[src/pkg/gpio_mux_pkg.sv]
// constants for the shared-pin gpio mux block
//------------------------------------------------------------
// Overview of operation
// mux bit one selects primary, zero gpio
// port e line zero resets to clock output
// data in bits 0-7, direction 8-15
// direction zero input, one output
// output pin drives written data bit
// input pin data bit reads pin level
// data/direction ignored while primary selected
// software writes ones to mux b bits 15-9
// port c line zero resets in strobe mode
// software clears reserved bus hi-z bit
// registers decoded at 7090h through 709Eh
// mux c selects port e and f lines
//------------------------------------------------------------
package gpio_mux_pkg;
    localparam int addr_w = 16;
    localparam int data_w = 16;
    localparam int byte_w = 8;
    localparam int port_count = 6;
    localparam int dir_lsb = 8;
    localparam logic [addr_w-1:0] pin_mux_select_a_addr = 16'h7090;
    localparam logic [addr_w-1:0] pin_mux_select_b_addr = 16'h7092;
    localparam logic [addr_w-1:0] pin_mux_select_c_addr = 16'h7094;
    localparam logic [addr_w-1:0] port_e_data_direction_addr = 16'h7095;
    localparam logic [addr_w-1:0] port_f_data_direction_addr = 16'h7096;
    localparam logic [addr_w-1:0] port_a_data_direction_addr = 16'h7098;
    localparam logic [addr_w-1:0] port_b_data_direction_addr = 16'h709A;
    localparam logic [addr_w-1:0] port_c_data_direction_addr = 16'h709C;
    localparam logic [addr_w-1:0] port_d_data_direction_addr = 16'h709E;
    // reset selections
    localparam logic [data_w-1:0] mux_a_reset = 16'h0000;
    localparam logic [data_w-1:0] mux_b_reset = 16'hFE03;
    localparam logic [data_w-1:0] mux_c_reset = 16'h0001;
    localparam logic [data_w-1:0] mux_c_used_mask = 16'h3FFF;
    localparam logic [data_w-1:0] port_reset = 16'h0000;
    // port index: a b c d e f
    localparam int port_a = 0;
    localparam int port_b = 1;
    localparam int port_c = 2;
    localparam int port_d = 3;
    localparam int port_e = 4;
    localparam int port_f = 5;
endpackage : gpio_mux_pkg
[src/hdl/gpio_pin_cell.sv]
// one gpio port byte: pin mux, direction, output data and pin sampling
`timescale 1ns/100ps
module gpio_pin_cell #(
    parameter int width = 8
) (
    // clock and reset
    input wire logic clock,
    input wire logic rst_b,
    // software state
    input wire logic [width-1:0] mux_sel,
    input wire logic [width-1:0] dir,
    input wire logic [width-1:0] out_data,
    // primary function side
    input wire logic [width-1:0] prim_out,
    input wire logic [width-1:0] prim_oe,
    output logic [width-1:0] prim_in,
    // pins
    input wire logic [width-1:0] pin_in,
    output logic [width-1:0] pin_out,
    output logic [width-1:0] pin_oe,
    output logic [width-1:0] read_data
);
    wire [width-1:0] out_d;
    wire [width-1:0] oe_d;
    wire [width-1:0] rd_d;
    // primary function owns the pin when its mux bit is one
    assign out_d = (mux_sel & prim_out) | (~mux_sel & out_data);
    assign oe_d = (mux_sel & prim_oe) | (~mux_sel & dir);
    // input lines read the pin, output lines read back the latch
    assign rd_d = (dir & out_data) | (~dir & pin_in);

    always_ff @(posedge clock) begin
        if (!rst_b) begin
            pin_out <= '0;
            pin_oe <= '0;
            prim_in <= '0;
            read_data <= '0;
        end else begin
            pin_out <= out_d;
            pin_oe <= oe_d;
            prim_in <= pin_in;
            read_data <= rd_d;
        end
    end

    property p_gpio_output_follows;
        @(posedge clock) disable iff (!rst_b)
        (rst_b && !mux_sel[0] && dir[0]) |=> (pin_oe[0] && pin_out[0] == $past(out_data[0]));
    endproperty
    a_gpio_output_follows: assert property (p_gpio_output_follows)
        else $error("gpio output line does not drive its data bit");

    property p_gpio_input_released;
        @(posedge clock) disable iff (!rst_b)
        (rst_b && !mux_sel[0] && !dir[0]) |=> !pin_oe[0];
    endproperty
    a_gpio_input_released: assert property (p_gpio_input_released)
        else $error("gpio input line is driven");

    property p_primary_owns_pin;
        @(posedge clock) disable iff (!rst_b)
        (rst_b && mux_sel[0]) |=>
            (pin_oe[0] == $past(prim_oe[0]) && pin_out[0] == $past(prim_out[0]));
    endproperty
    a_primary_owns_pin: assert property (p_primary_owns_pin)
        else $error("primary function does not own pin");

    property p_input_reads_pin;
        @(posedge clock) disable iff (!rst_b)
        (rst_b && !dir[0]) |=> read_data[0] == $past(pin_in[0]);
    endproperty
    a_input_reads_pin: assert property (p_input_reads_pin)
        else $error("input data bit does not show pin level");
endmodule : gpio_pin_cell

[src/hdl/shared_pin_gpio_mux.sv]
// shared-pin gpio block: mux select registers and six data/direction ports
`timescale 1ns/100ps
module shared_pin_gpio_mux
    import gpio_mux_pkg::*;
(
    // clock and reset
    input wire logic clock,
    input wire logic rst_b,
    // data space access
    input wire logic [gpio_mux_pkg::addr_w-1:0] addr,
    input wire logic wr_en,
    input wire logic rd_en,
    input wire logic [gpio_mux_pkg::data_w-1:0] wr_data,
    output logic [gpio_mux_pkg::data_w-1:0] rd_data,
    output logic rd_valid,
    // mux selections seen by peripherals
    output logic [gpio_mux_pkg::data_w-1:0] mux_a,
    output logic [gpio_mux_pkg::data_w-1:0] mux_b,
    output logic [gpio_mux_pkg::data_w-1:0] mux_c,
    // peripheral primary functions, port a in the low byte
    input wire logic [gpio_mux_pkg::port_count*gpio_mux_pkg::byte_w-1:0] prim_out,
    input wire logic [gpio_mux_pkg::port_count*gpio_mux_pkg::byte_w-1:0] prim_oe,
    output logic [gpio_mux_pkg::port_count*gpio_mux_pkg::byte_w-1:0] prim_in,
    // pins
    input wire logic [gpio_mux_pkg::port_count*gpio_mux_pkg::byte_w-1:0] pin_in,
    output logic [gpio_mux_pkg::port_count*gpio_mux_pkg::byte_w-1:0] pin_out,
    output logic [gpio_mux_pkg::port_count*gpio_mux_pkg::byte_w-1:0] pin_oe
);
    import gpio_mux_pkg::*;

    //------------------------------------------------------------
    // register decode
    //------------------------------------------------------------
    logic [data_w-1:0] mux_a_q;
    logic [data_w-1:0] mux_b_q;
    logic [data_w-1:0] mux_c_q;
    logic [byte_w-1:0] out_q [port_count];
    logic [byte_w-1:0] dir_q [port_count];
    logic [port_count*byte_w-1:0] sel_all;
    logic [port_count*byte_w-1:0] cell_rd;
    logic [port_count*byte_w-1:0] dir_all;
    logic [port_count*byte_w-1:0] out_all;
    logic [data_w-1:0] rd_d;

    function automatic int port_of(input logic [addr_w-1:0] a);
        case (a)
            port_a_data_direction_addr: port_of = port_a;
            port_b_data_direction_addr: port_of = port_b;
            port_c_data_direction_addr: port_of = port_c;
            port_d_data_direction_addr: port_of = port_d;
            port_e_data_direction_addr: port_of = port_e;
            port_f_data_direction_addr: port_of = port_f;
            default: port_of = -1;
        endcase
    endfunction : port_of

    wire hit_a = (addr == pin_mux_select_a_addr);
    wire hit_b = (addr == pin_mux_select_b_addr);
    wire hit_c = (addr == pin_mux_select_c_addr);
    int sel_port;
    assign sel_port = port_of(addr);
    wire any_hit = hit_a | hit_b | hit_c | (sel_port >= 0);

    // port order in flat vectors: a b c d e f
    // port f lines 6 and 7 have no select bit, so they stay gpio
    assign sel_all = {2'b00, mux_c_q[13:0], mux_b_q[15:0], mux_a_q[15:0]};

    //------------------------------------------------------------
    // mux select registers
    //------------------------------------------------------------
    always_ff @(posedge clock) begin
        if (!rst_b) begin
            mux_a_q <= mux_a_reset;
            mux_b_q <= mux_b_reset;
            mux_c_q <= mux_c_reset;
        end else if (wr_en) begin
            if (hit_a) mux_a_q <= wr_data;
            // bits 15..9 are stored as written; software is expected to keep them set
            if (hit_b) mux_b_q <= wr_data;
            if (hit_c) mux_c_q <= wr_data & mux_c_used_mask;
        end
    end

    //------------------------------------------------------------
    // data and direction registers
    //------------------------------------------------------------
    always_ff @(posedge clock) begin
        if (!rst_b) begin
            for (int i = 0; i < port_count; i++) begin
                out_q[i] <= port_reset[byte_w-1:0];
                dir_q[i] <= port_reset[data_w-1:dir_lsb];
            end
        end else if (wr_en && sel_port >= 0) begin
            out_q[sel_port] <= wr_data[byte_w-1:0];
            dir_q[sel_port] <= wr_data[data_w-1:dir_lsb];
        end
    end

    //------------------------------------------------------------
    // port cells
    //------------------------------------------------------------
    for (genvar p = 0; p < port_count; p++) begin : g_port
        assign dir_all[p*byte_w +: byte_w] = dir_q[p];
        assign out_all[p*byte_w +: byte_w] = out_q[p];
        gpio_pin_cell #(.width(byte_w)) u_cell (
            .clock(clock),
            .rst_b(rst_b),
            .mux_sel(sel_all[p*byte_w +: byte_w]),
            .dir(dir_q[p]),
            .out_data(out_q[p]),
            .prim_out(prim_out[p*byte_w +: byte_w]),
            .prim_oe(prim_oe[p*byte_w +: byte_w]),
            .prim_in(prim_in[p*byte_w +: byte_w]),
            .pin_in(pin_in[p*byte_w +: byte_w]),
            .pin_out(pin_out[p*byte_w +: byte_w]),
            .pin_oe(pin_oe[p*byte_w +: byte_w]),
            .read_data(cell_rd[p*byte_w +: byte_w])
        );
    end

    //------------------------------------------------------------
    // read path
    //------------------------------------------------------------
    // cell_rd lags the pin by one sample, so port reads show the registered pin level
    always_comb begin
        rd_d = '0;
        if (hit_a) rd_d = mux_a_q;
        else if (hit_b) rd_d = mux_b_q;
        else if (hit_c) rd_d = mux_c_q;
        else if (sel_port >= 0) rd_d = {dir_q[sel_port], cell_rd[sel_port*byte_w +: byte_w]};
    end

    always_ff @(posedge clock) begin
        if (!rst_b) begin
            rd_data <= '0;
            rd_valid <= 1'b0;
            mux_a <= mux_a_reset;
            mux_b <= mux_b_reset;
            mux_c <= mux_c_reset;
        end else begin
            rd_data <= rd_en ? rd_d : '0;
            rd_valid <= rd_en;
            mux_a <= mux_a_q;
            mux_b <= mux_b_q;
            mux_c <= mux_c_q;
        end
    end

    //------------------------------------------------------------
    // checks
    //------------------------------------------------------------
    property p_reset_clock_out;
        @(posedge clock) !rst_b |=> (mux_c_q == mux_c_reset && mux_c_q[0]);
    endproperty
    a_reset_clock_out: assert property (p_reset_clock_out)
        else $error("port e line zero not on clock output after reset");

    property p_reset_strobe;
        @(posedge clock) !rst_b |=> mux_b_q[0];
    endproperty
    a_reset_strobe: assert property (p_reset_strobe)
        else $error("port c line zero not in strobe mode after reset");

    property p_mux_c_upper_zero;
        @(posedge clock) disable iff (!rst_b) mux_c_q[15:14] == 2'b00;
    endproperty
    a_mux_c_upper_zero: assert property (p_mux_c_upper_zero)
        else $error("unused mux c bits set");

    property p_mux_write;
        @(posedge clock) disable iff (!rst_b)
        (wr_en && hit_a) |=> mux_a_q == $past(wr_data);
    endproperty
    a_mux_write: assert property (p_mux_write)
        else $error("mux a write not stored");

    property p_port_write;
        @(posedge clock) disable iff (!rst_b)
        (wr_en && addr == port_e_data_direction_addr) |=>
            {dir_q[port_e], out_q[port_e]} == $past(wr_data);
    endproperty
    a_port_write: assert property (p_port_write)
        else $error("port e data direction write not stored");

    property p_read_mux_b;
        @(posedge clock) disable iff (!rst_b)
        (rd_en && hit_b) |=> (rd_valid && rd_data == $past(mux_b_q));
    endproperty
    a_read_mux_b: assert property (p_read_mux_b)
        else $error("mux b read wrong");

    property p_reset_ports_input;
        @(posedge clock)
        !rst_b |=> (dir_all == '0 && out_all == '0);
    endproperty
    a_reset_ports_input: assert property (p_reset_ports_input)
        else $error("ports not inputs after reset");

    property p_reset_mux_ab;
        @(posedge clock)
        !rst_b |=> (mux_a_q == mux_a_reset && mux_b_q == mux_b_reset);
    endproperty
    a_reset_mux_ab: assert property (p_reset_mux_ab)
        else $error("mux a or b not at reset selection");

    property p_pin_enable_all;
        @(posedge clock) disable iff (!rst_b)
        rst_b |=> pin_oe == $past((sel_all & prim_oe) | (~sel_all & dir_all));
    endproperty
    a_pin_enable_all: assert property (p_pin_enable_all)
        else $error("pin enable not set by mux and direction");

    property p_pin_level_all;
        @(posedge clock) disable iff (!rst_b)
        rst_b |=> pin_out == $past((sel_all & prim_out) | (~sel_all & out_all));
    endproperty
    a_pin_level_all: assert property (p_pin_level_all)
        else $error("pin level not set by mux and data");

    property p_prim_in_all;
        @(posedge clock) disable iff (!rst_b)
        rst_b |=> prim_in == $past(pin_in);
    endproperty
    a_prim_in_all: assert property (p_prim_in_all)
        else $error("peripheral does not see pin level");

    // the data byte was sampled one edge before the read strobe
    property p_read_port_a;
        @(posedge clock) disable iff (!rst_b)
        (rst_b && $past(rst_b) && rd_en && addr == port_a_data_direction_addr) |=>
            (rd_valid && rd_data[data_w-1:dir_lsb] == $past(dir_q[port_a])
            && (rd_data[byte_w-1:0] & ~$past(dir_q[port_a], 2))
                == ($past(pin_in[byte_w-1:0], 2) & ~$past(dir_q[port_a], 2))
            && (rd_data[byte_w-1:0] & $past(dir_q[port_a], 2))
                == ($past(out_q[port_a], 2) & $past(dir_q[port_a], 2)));
    endproperty
    a_read_port_a: assert property (p_read_port_a)
        else $error("port a read wrong");

    property p_read_mux_a;
        @(posedge clock) disable iff (!rst_b)
        (rst_b && rd_en && hit_a) |=> (rd_valid && rd_data == $past(mux_a_q));
    endproperty
    a_read_mux_a: assert property (p_read_mux_a)
        else $error("mux a read wrong");

    property p_read_unmapped;
        @(posedge clock) disable iff (!rst_b)
        (rst_b && rd_en && !any_hit) |=> (rd_valid && rd_data == '0);
    endproperty
    a_read_unmapped: assert property (p_read_unmapped)
        else $error("unmapped read not zero");

    property p_idle_read;
        @(posedge clock) disable iff (!rst_b)
        (rst_b && !rd_en) |=> (!rd_valid && rd_data == '0);
    endproperty
    a_idle_read: assert property (p_idle_read)
        else $error("read data without read strobe");

    property p_write_mux_b;
        @(posedge clock) disable iff (!rst_b)
        (rst_b && wr_en && hit_b) |=> mux_b_q == $past(wr_data);
    endproperty
    a_write_mux_b: assert property (p_write_mux_b)
        else $error("mux b write not stored");

    property p_write_mux_c;
        @(posedge clock) disable iff (!rst_b)
        (rst_b && wr_en && hit_c) |=> mux_c_q == ($past(wr_data) & mux_c_used_mask);
    endproperty
    a_write_mux_c: assert property (p_write_mux_c)
        else $error("mux c write not stored");

    property p_port_c_write;
        @(posedge clock) disable iff (!rst_b)
        (rst_b && wr_en && addr == port_c_data_direction_addr) |=>
            {dir_q[port_c], out_q[port_c]} == $past(wr_data);
    endproperty
    a_port_c_write: assert property (p_port_c_write)
        else $error("port c write not stored");

    property p_write_unmapped;
        @(posedge clock) disable iff (!rst_b)
        (rst_b && wr_en && !any_hit) |=>
            (mux_a_q == $past(mux_a_q) && mux_b_q == $past(mux_b_q)
            && mux_c_q == $past(mux_c_q) && dir_all == $past(dir_all)
            && out_all == $past(out_all));
    endproperty
    a_write_unmapped: assert property (p_write_unmapped)
        else $error("unmapped write changed a register");

    property p_mux_hold;
        @(posedge clock) disable iff (!rst_b)
        (rst_b && !wr_en) |=>
            (mux_a_q == $past(mux_a_q) && mux_b_q == $past(mux_b_q) && mux_c_q == $past(mux_c_q));
    endproperty
    a_mux_hold: assert property (p_mux_hold)
        else $error("mux select changed without write");

    property p_port_hold;
        @(posedge clock) disable iff (!rst_b)
        (rst_b && !wr_en) |=> (dir_all == $past(dir_all) && out_all == $past(out_all));
    endproperty
    a_port_hold: assert property (p_port_hold)
        else $error("port register changed without write");

    property p_mux_copies;
        @(posedge clock) disable iff (!rst_b)
        rst_b |=>
            (mux_a == $past(mux_a_q) && mux_b == $past(mux_b_q) && mux_c == $past(mux_c_q));
    endproperty
    a_mux_copies: assert property (p_mux_copies)
        else $error("mux copies lag wrong");
endmodule : shared_pin_gpio_mux

[config.mk]
export PLATFORM = sky130hd
export DESIGN_NAME = shared_pin_gpio_mux
export DESIGN_NICKNAME = d
export VERILOG_FILES = /design/src/pkg/gpio_mux_pkg.sv /design/src/hdl/gpio_pin_cell.sv /design/src/hdl/shared_pin_gpio_mux.sv
export SDC_FILE = /design/constraint.sdc
export NUM_CORES = 1
export LEC_CHECK = 0
export BUFFER_PORTS_ARGS = -buffer_cell sky130_fd_sc_hd__buf_4
export CAP_MARGIN = 10
export CORE_MARGIN = 8
export CORE_UTILIZATION = 53
export CTS_CLUSTER_DIAMETER = 30
export DETAILED_ROUTE_END_ITERATION = 7
export PLACE_DENSITY = 0.91
export SKIP_LAST_GASP = 1
export SYNTH_ARGS = -nofsm -noshare
export SYNTH_HDL_FRONTEND = slang
export SYNTH_HIERARCHICAL = 1
export SYNTH_SLANG_ARGS = --single-unit
[constraint.sdc]
create_clock -name clock -period 5.86 [get_ports clock]
set_input_delay 1.758 -clock clock [delete_from_list [all_inputs] [get_ports clock]]
set_output_delay 1.758 -clock clock [all_outputs]
set_load 0.03 [all_outputs]
==> impl_metrics.json, run 1 <==
{
  "status": "completed",
  "synth_edf_count": 98,
  "routed_wl_mm": 58.0,
  "async_flop_share": 0,
  "grt_pass1_vias": 13000,
  "area_growth_pct": 37.3,
  "root_buffer": "clkbuf_16",
  "slew_violations": 0,
  "period_share": 0.752,
  "hold_start": "out_q[0][7]",
  "cp_data_required_time_ns": 6.07,
  "arrival_ns": 4.61,
  "setup_ws_ns": 1.45,
  "cts_buffer_depth": 3,
  "synthesis.area_sq_um": 15300,
  "antenna_left": 0,
  "drive_gt1_frac": 0.295,
  "setup_viol": 0,
  "ctsHoldBuffers": 0,
  "synth_top_area_frac": 0.393,
  "synth_top_cell_by_area": "dfxtp_1",
  "critical_path.reg2reg.startpoint": "dir_q[3][4]",
  "post_cts_buffers": 0,
  "netlist_instances": 1367,
  "num_vias": 12700,
  "finalHoldViolations": 0,
  "r2r-end": "rd_data[12]",
  "core_region_area_sq_um": 28500,
  "ys_ff_latch": 399,
  "slew_headroom": 0.311,
  "ys.flop_type": "dfxtp_1",
  "crit_type": "primary input to flip-flop",
  "max-cap-violations": 0,
  "netlist-cell-type-count": 69,
  "whs_path_depth": 2,
  "hold_path.class": "flip-flop to flip-flop",
  "viasPerCell": 5.71,
  "drc": 0,
  "detailed_place_hpwl_mm": 41.1,
  "rsz0062_at_grt": "no",
  "cts_sinks": 399,
  "syn_area_per_cell_sq_um": 11.2,
  "critPathMaxFanout": 17,
  "synth_warnings": 6,
  "ir_drop_uv": 300,
  "cts_max_level": 3,
  "path_clk_slew_ns": 0.05,
  "cellPowerDensity_nw_per_um2": 364,
  "pre_cts_ws_ns": 0.950,
  "grt_max_degree": 114,
  "rows": 62,
  "port_buffers": 386,
  "hold_slack_ns": 0.558,
  "power_leakage_uw": 0.00919,
  "reg2regPathDepth": 5,
  "tightest_slew_ns": 1.03,
  "gp_congestion": 0.986,
  "tns_ns": 0,
  "antenna_found_initial": 0,
  "cts_tree": "done",
  "wl_per_cell_um": 26.1,
  "die_w_um": 186,
  "gr-usage-all-layers": 0.325,
  "firstDrtPassIters": 5,
  "dieArea_sq_um": 34600,
  "die-height_um": 186,
  "cts_buffers": 69,
  "netlist_top_cells_area": "dfxtp_1 (39%), edfxtp_1 (19%), mux2i_1 (10%)",
  "drt_iter0_markers": 1320,
  "yosysSeqAreaShare": 0.586,
  "cts_resized": 0,
  "end_kind": "flip-flop",
  "filler_cell_count": 1847,
  "hold_path_end": "g_port[0].u_cell/read_data[7]",
  "period_needed_ns": 4.41,
  "grt_overflow_total": 0,
  "worst_setup_path_start_kind": "primary input",
  "fmax_mhz": 227,
  "rrSetupSlack_ns": 4.06,
  "start_util": 0.537,
  "nNetsFinal": 1964,
  "clk-insertion-delay-late_ns": 0.59,
  "finalClockSkew_ns": 0.0289,
  "io-pin-count": 389,
  "grt_pass1_wl_mm": 82.7
}
-- through the flow --
stage	cells	util	total power, uW	instance area (sq um)
global placement	2096	0.652	3600	18600
finish	2225	0.737	7650	21000
floorplan	1374	-	3310	15300
detailed placement	2096	0.652	3610	18600
global route	2224	0.737	7830	21000
CTS	2223	0.736	7660	21000
-- worst max path at each step --
| stage | from | cells after the start | endpoint | slack (ns) |
|---|---|---|---|---|
| 2_1_floorplan | addr[15] | 6 | dir_q[5][0] | 1.11 |
| 3_3_place_gp | addr[15] | 6 | out_q[3][0] | 1.07 |
| 3_5_place_dp | addr[15] | 6 | out_q[3][6] | 0.95 |
| 4_1_cts | addr[6] | 6 | dir_q[3][5] | 1.51 |
| 5_1_grt | addr[15] | 6 | out_q[3][6] | 1.26 |
| 6_report | addr[6] | 6 | dir_q[3][5] | 1.45 |
-- registers in the layout, indices dropped and copies added (netlist names) --
register,count
g_port.u_cell/read_data,48
mux_a,16
g_port.u_cell/prim_in,48
out_q,48
mux_a_q,16
rd_valid,1
g_port.u_cell/pin_out,48
mux_b_q,16
rd_data,16
mux_c,14
mux_b,16
g_port.u_cell/pin_oe,48
mux_c_q,14
dir_q,50
-- synthesized netlist by cell type, types with 18 or more instances --
| cell | number |
|---|---|
| a21oi_1 | 28 |
| nand3_1 | 19 |
| mux2i_1 | 157 |
| clkbuf_1 | 40 |
| a21boi_0 | 37 |
| buf_2 | 18 |
| and2_1 | 133 |
| edfxtp_1 | 98 |
| inv_1 | 20 |
| dfxtp_1 | 301 |
| nand2b_1 | 18 |
| and2b_1 | 132 |
| nand2_1 | 146 |
| nor2_1 | 52 |
-- cell usage in the layout, fill, tap and decap left out, types with 4 or more instances in the layout --
master      netlist  final
a21boi_0         37     37
clkinv_16         0      5
a2111oi_0         5      5
bufinv_16         0      5
a31oi_1           4      4
clkinvlp_4        0      6
nor2_1           52     52
inv_1            20     20
and2_1          133    133
nand3_1          19     19
conb_1            1      8
mux2i_1         157    157
o211ai_1          7      7
clkbuf_8          0     10
edfxtp_1         98     98
nand2b_1         18     18
clkbuf_1         40     17
o221ai_1          7      7
buf_4             2    406
nor2b_1          17     17
a21oi_1          28     28
a22oi_1           5      5
o22ai_1           9      9
nor3_1            7      7
nand2_1         146    146
nand4_1           7      7
clkinv_2          0      6
and2b_1         132    132
nor4_1            7      6
dfxtp_1         301    301
clkbuf_16         0     70
o21ai_0          13     13
nor2_2            4      4
-- routing by layer --
metal / vias up / GRT usage / wire (um)
li1: 5530 / - / -
met1: 6095 / 0.385 / 20900
met2: 903 / 0.537 / 27900
met3: 166 / 0.0886 / 6600
met4: 0 / 0.164 / 2670
met5: - / 0 / 0
-- layout make-up --
type,count,area [sq um],share of cell area
antenna,1,2.50,0.000119
clock buffer,97,1950,0.0929
clock inverter,30,465,0.0221
inverter,20,75.1,0.00357
multi-input combinational,886,6020,0.286
sequential,399,8970,0.427
tap,384,480,0.0228
timing repair buffer,408,3060,0.146
-- critical path: stages --
cell and delay [ns]:
buf_4 0.12, nor4bb_2 0.59, nand3_1 0.58, nor2_1 0.53, nand3_2 0.37, nand2_1 0.66
-- kinds of logic (layout without fill, tap and decap cells) --
family,count (synthesis),count (layout),synth area share
AOI/OAI and AO/OA,148,148,0.0697
muxes,160,160,0.105
other,1,9,0.000245
DFF,399,399,0.586
and+or+nand+nor,570,570,0.215
buffers and inverters,89,555,0.0248
-- power breakdown --
part	internal, uW	leakage (uW)	switching, uW
combinational	241	0.00463	321
clock	2600	0.00115	1480
sequential	2930	0.00341	74.5
total	5780	0.00919	1870
Power figures use the tool's default switching activity.
==> run 2: changes to the inputs <==
==> constraint.sdc (replaced) <==
create_clock -name clock -period 4.1 [get_ports clock]
set_input_delay 1.23 -clock clock [delete_from_list [all_inputs] [get_ports clock]]
set_output_delay 1.23 -clock clock [all_outputs]
set_load 0.03 [all_outputs]
==> impl_metrics.json, run 2 (same netlist as run 1, synthesis figures left out) <==
{
  "worst_setup_path_start_kind": "primary input",
  "rsz0062_at_grt": "no",
  "die_w_um": 186,
  "insertedDiodeCount": 0,
  "cp_data_required_time_ns": 4.28,
  "clk-insertion-delay-late_ns": 0.56,
  "wl_per_cell_um": 26.0,
  "antenna_found_initial": 2,
  "status": "completed",
  "critPathMaxFanout": 16,
  "drc": 0,
  "cp_slowest_stage_delay_ns": 0.63,
  "arrival_ns": 3.38,
  "num_vias": 12700,
  "tns_ns": 0,
  "hold_path.class": "flip-flop to flip-flop",
  "cts_buffers": 76,
  "period_needed_ns": 3.20,
  "detailed_place_hpwl_mm": 42.5,
  "crit_type": "primary input to flip-flop",
  "grt_overflow_total": 0,
  "cts_resized": 0,
  "drt_iter0_markers": 1209,
  "cts_tree": "done",
  "layout_commonest_cell": "buf_4",
  "setup_ws_ns": 0.899,
  "finalHoldViolations": 0,
  "ir_drop_uv": 435,
  "setup_viol": 0,
  "start_util": 0.537,
  "end_kind": "flip-flop",
  "cellPowerDensity_nw_per_um2": 537,
  "root_buffer": "clkbuf_16",
  "finalClockSkew_ns": 0.0192,
  "firstDrtPassIters": 6,
  "gp_congestion": 0.994,
  "power_leakage_uw": 0.00946,
  "post_cts_buffers": 0,
  "gr-usage-all-layers": 0.330,
  "ctsHoldBuffers": 0,
  "rows": 62,
  "critPathSlowestCell": "or4b_4",
  "pre_cts_ws_ns": 0.357,
  "instances_no_fill": 2263,
  "io-pin-count": 389,
  "grt_pass1_vias": 13100,
  "final_util": 0.753,
  "cts_max_level": 3,
  "cts_buffer_depth": 3,
  "cts_sinks": 399,
  "tightest_slew_ns": 0.811,
  "grt_max_degree": 187,
  "path_cells": "buf_4 > or4b_4 > nor3_4 > nand2_1 > nor3_2 > nand2b_1",
  "final_cell_mix": "buf_4 (431), dfxtp_1 (301), mux2i_1 (157), nand2_1 (146), and2_1 (133)",
  "fmax_mhz": 312,
  "path_clk_slew_ns": 0.05,
  "die-height_um": 186,
  "largest-register": "dir_q",
  "drive_gt1_frac": 0.311,
  "grt_pass1_wl_mm": 83.5,
  "nNetsFinal": 1996,
  "viasPerCell": 5.63,
  "antenna_left": 0,
  "slew_headroom": 0.459,
  "port_buffers": 386,
  "max-cap-violations": 0,
  "core_region_area_sq_um": 28500,
  "dp.cells": 2122,
  "area_growth_pct": 40.3,
  "routed_wl_mm": 58.8,
  "largest_reg_flops": 50,
  "dieArea_sq_um": 34600,
  "period_share": 0.781,
  "finalPower_uw": 11500,
  "slew_violations": 0
}
-- run 2: worst max-delay path, delay by kind of cell --
family	cells	cell delay, ns
buf+inv	1	0.12
simple gates	5	2.03
-- run 2: per-layer routing --
layer | GRT usage | routed length [um] | vias up
met5 | 0 | 12 | -
met4 | 0.155 | 2510 | 2
met3 | 0.0804 | 6150 | 149
met2 | 0.552 | 28400 | 827
met1 | 0.395 | 21700 | 6151
li1 | - | - | 5605
-- run 2: layout make-up --
class                           instances  area (sq um)
Sequential cell                       399          8970
Fill cell                            1807          7050
Multi-Input combinational cell        886          6020
Timing Repair Buffer                  433          3270
Clock buffer                           98          2110
Clock inverter                         43           581
Tap cell                              384           480
Inverter                               20          75.1
-- run 2: power by group --
part / total, uW / switching [uW] / internal, uW
registers: 4310 / 115 / 4200
logic: 812 / 461 / 352
clock network: 6420 / 2120 / 4300
total: 11500 / 2700 / 8850
-- run 2: worst paths after layout --
| path | startpoint | to | slack (ns) | cells past startpoint |
|---|---|---|---|---|
| worst min-delay path | out_q[1][7] | g_port[1].u_cell/read_data[7] | 0.58 | 2 |
| worst min register to register | out_q[1][7] | g_port[1].u_cell/read_data[7] | 0.58 | 2 |
| worst max register to register | dir_q[1][2] | rd_data[10] | 2.38 | 4 |
| worst max-delay path | addr[15] | out_q[0][1] | 0.90 | 6 |
-- run 2: through the flow --
| stage | hold WS, ns | area [sq um] |
|---|---|---|
| 2_1_floorplan | 0.484 | 15300 |
| 3_3_place_gp | 0.536 | 18800 |
| 3_5_place_dp | 0.553 | 18800 |
| 4_1_cts | 0.564 | 21500 |
| 5_1_grt | 0.588 | 21500 |
| 6_report | 0.576 | 21500 |
==> run 3: changes to the inputs <==
==> constraint.sdc (replaced) <==
create_clock -name clock -period 3.19 [get_ports clock]
set_input_delay 0.957 -clock clock [delete_from_list [all_inputs] [get_ports clock]]
set_output_delay 0.957 -clock clock [all_outputs]
set_load 0.03 [all_outputs]
==> impl_metrics.json, run 3 (same netlist as run 1, synthesis figures left out) <==
{
  "whs_path_depth": 2,
  "reg2regPathDepth": 5,
  "worst_setup_path_start_kind": "primary input",
  "cts_buffers": 75,
  "critPathSlowestCell": "or4b_4",
  "hold_slack_ns": 0.549,
  "drt_iter0_markers": 1486,
  "antenna_left": 0,
  "drive_gt1_frac": 0.326,
  "finalClockSkew_ns": 0.0261,
  "gp_congestion": 1.06,
  "fmax_mhz": 375,
  "grt_max_degree": 142,
  "hold_path_end": "rd_data[1]",
  "cts_max_level": 3,
  "rows": 62,
  "path_cells": "buf_4 > or4b_4 > buf_4 > nor3_2 > nand2_1 > nor2_2 > buf_4 > nand2_1 > a21boi_0",
  "firstDrtPassIters": 8,
  "critPathMaxFanout": 8,
  "wl_per_cell_um": 25.9,
  "rrSetupSlack_ns": 1.22,
  "nNetsFinal": 2026,
  "slew_violations": 0,
  "end_kind": "flip-flop",
  "cts_resized": 0,
  "gr-usage-all-layers": 0.335,
  "clk-insertion-delay-late_ns": 0.58,
  "cts_buffer_depth": 3,
  "largest_reg_flops": 50,
  "tightest_slew_ns": 0.721,
  "critical_path.reg2reg.startpoint": "dir_q[2][4]",
  "drc": 1,
  "tns_ns": 0,
  "detailed_place_hpwl_mm": 42.7,
  "hold_start": "g_port[3].u_cell/read_data[1]",
  "port_buffers": 386,
  "layout_commonest_cell": "buf_4",
  "post_cts_buffers": 0,
  "final_util": 0.762,
  "antenna_found_initial": 3,
  "grt_pass1_wl_mm": 84.8,
  "area_growth_pct": 42.0,
  "die-height_um": 186,
  "largest-register": "dir_q",
  "path_clk_slew_ns": 0.05,
  "rsz0062_at_grt": "no",
  "violations": "DRC",
  "cts_sinks": 399,
  "period_needed_ns": 2.66,
  "final_cell_mix": "buf_4 (456), dfxtp_1 (301), mux2i_1 (157), nand2_1 (144), and2_1 (133)",
  "hold_path.class": "flip-flop to flip-flop",
  "finalPower_uw": 14600,
  "die_w_um": 186,
  "cpMostUsedCell": "buf_4",
  "cellPowerDensity_nw_per_um2": 672,
  "grt_pass1_vias": 13100,
  "root_buffer": "clkbuf_16",
  "num_vias": 12900,
  "dp.cells": 2153,
  "period_share": 0.835,
  "dieArea_sq_um": 34600,
  "grt_overflow_total": 0,
  "ctsHoldBuffers": 0,
  "routed_wl_mm": 59.3,
  "crit_type": "primary input to flip-flop",
  "viasPerCell": 5.62,
  "insertedDiodeCount": 0,
  "cts_tree": "done",
  "start_util": 0.537,
  "setup_viol": 0,
  "io-pin-count": 389,
  "finalHoldViolations": 0,
  "ir_drop_uv": 456,
  "arrival_ns": 3.14,
  "cp_data_required_time_ns": 3.66,
  "core_region_area_sq_um": 28500,
  "instances_no_fill": 2293,
  "max-cap-violations": 0,
  "slew_headroom": 0.520,
  "r2r-end": "rd_data[12]",
  "power_leakage_uw": 0.00963,
  "cp_slowest_stage_delay_ns": 0.60,
  "status": "finished with violations"
}
[run 3: cell types whose count changed in the layout (fill, tap and decap cells not counted), moves of 3 or more]
| cell | previous run | this run |
|---|---|---|
| buf_12 | 1 | 7 |
| buf_4 | 431 | 456 |
| inv_6 | 4 | 13 |
| bufinv_16 | 10 | 5 |
| clkinv_2 | 4 | 10 |
| clkbuf_1 | 12 | 6 |
| clkinvlp_4 | 7 | 4 |
[run 3: critical path, delay by kind of cell]
family	cells	cell delay [ns]
compound gates	1	0.27
buf+inv	3	0.49
simple gates	5	1.42
[run 3: how the worst max path moves through the flow]
stage	end	startpoint	slack, ns	cells past startpoint
2_1_floorplan	dir_q[2][0]	addr[15]	-0.04	8
3_3_place_gp	rd_data[8]	addr[15]	0.005	10
3_5_place_dp	rd_data[9]	addr[15]	0.03	9
4_1_cts	mux_a_q[6]	addr[15]	0.58	9
5_1_grt	mux_a_q[6]	addr[15]	0.45	9
6_report	mux_a_q[6]	addr[15]	0.53	9
[run 3: where the power goes]
part | total (uW) | internal [uW] | leakage [uW] | switching, uW
sequential | 5530 | 5390 | 0.00341 | 143
combinational | 1070 | 468 | 0.00494 | 604
clock | 8000 | 5140 | 0.00128 | 2860
[run 3: metal layers]
metal  routed length [um]  track usage  vias to the layer above
met4                 2590        0.148                        0
li1                     -            -                     5670
met3                 6540       0.0935                      165
met5                    0            0                        -
met2                28300        0.551                      852
met1                21900        0.407                     6203
[run 3: layout make-up]
type | instances | area [sq um]
Clock buffer | 91 | 2070
Inverter | 20 | 75.1
Fill cell | 1745 | 6800
Multi-Input combinational cell | 886 | 6040
Tap cell | 384 | 480
Timing Repair Buffer | 464 | 3570
Clock inverter | 49 | 542
Sequential cell | 399 | 8970
[run 3: metrics by stage]
stage                     worst slack [ns]  instance area (sq um)
after floorplan                    -0.0394                  15400
after global placement             0.00452                  19100
after detailed placement            0.0258                  19100
after CTS                            0.582                  21800
after global routing                 0.446                  21800
final                                0.527                  21800
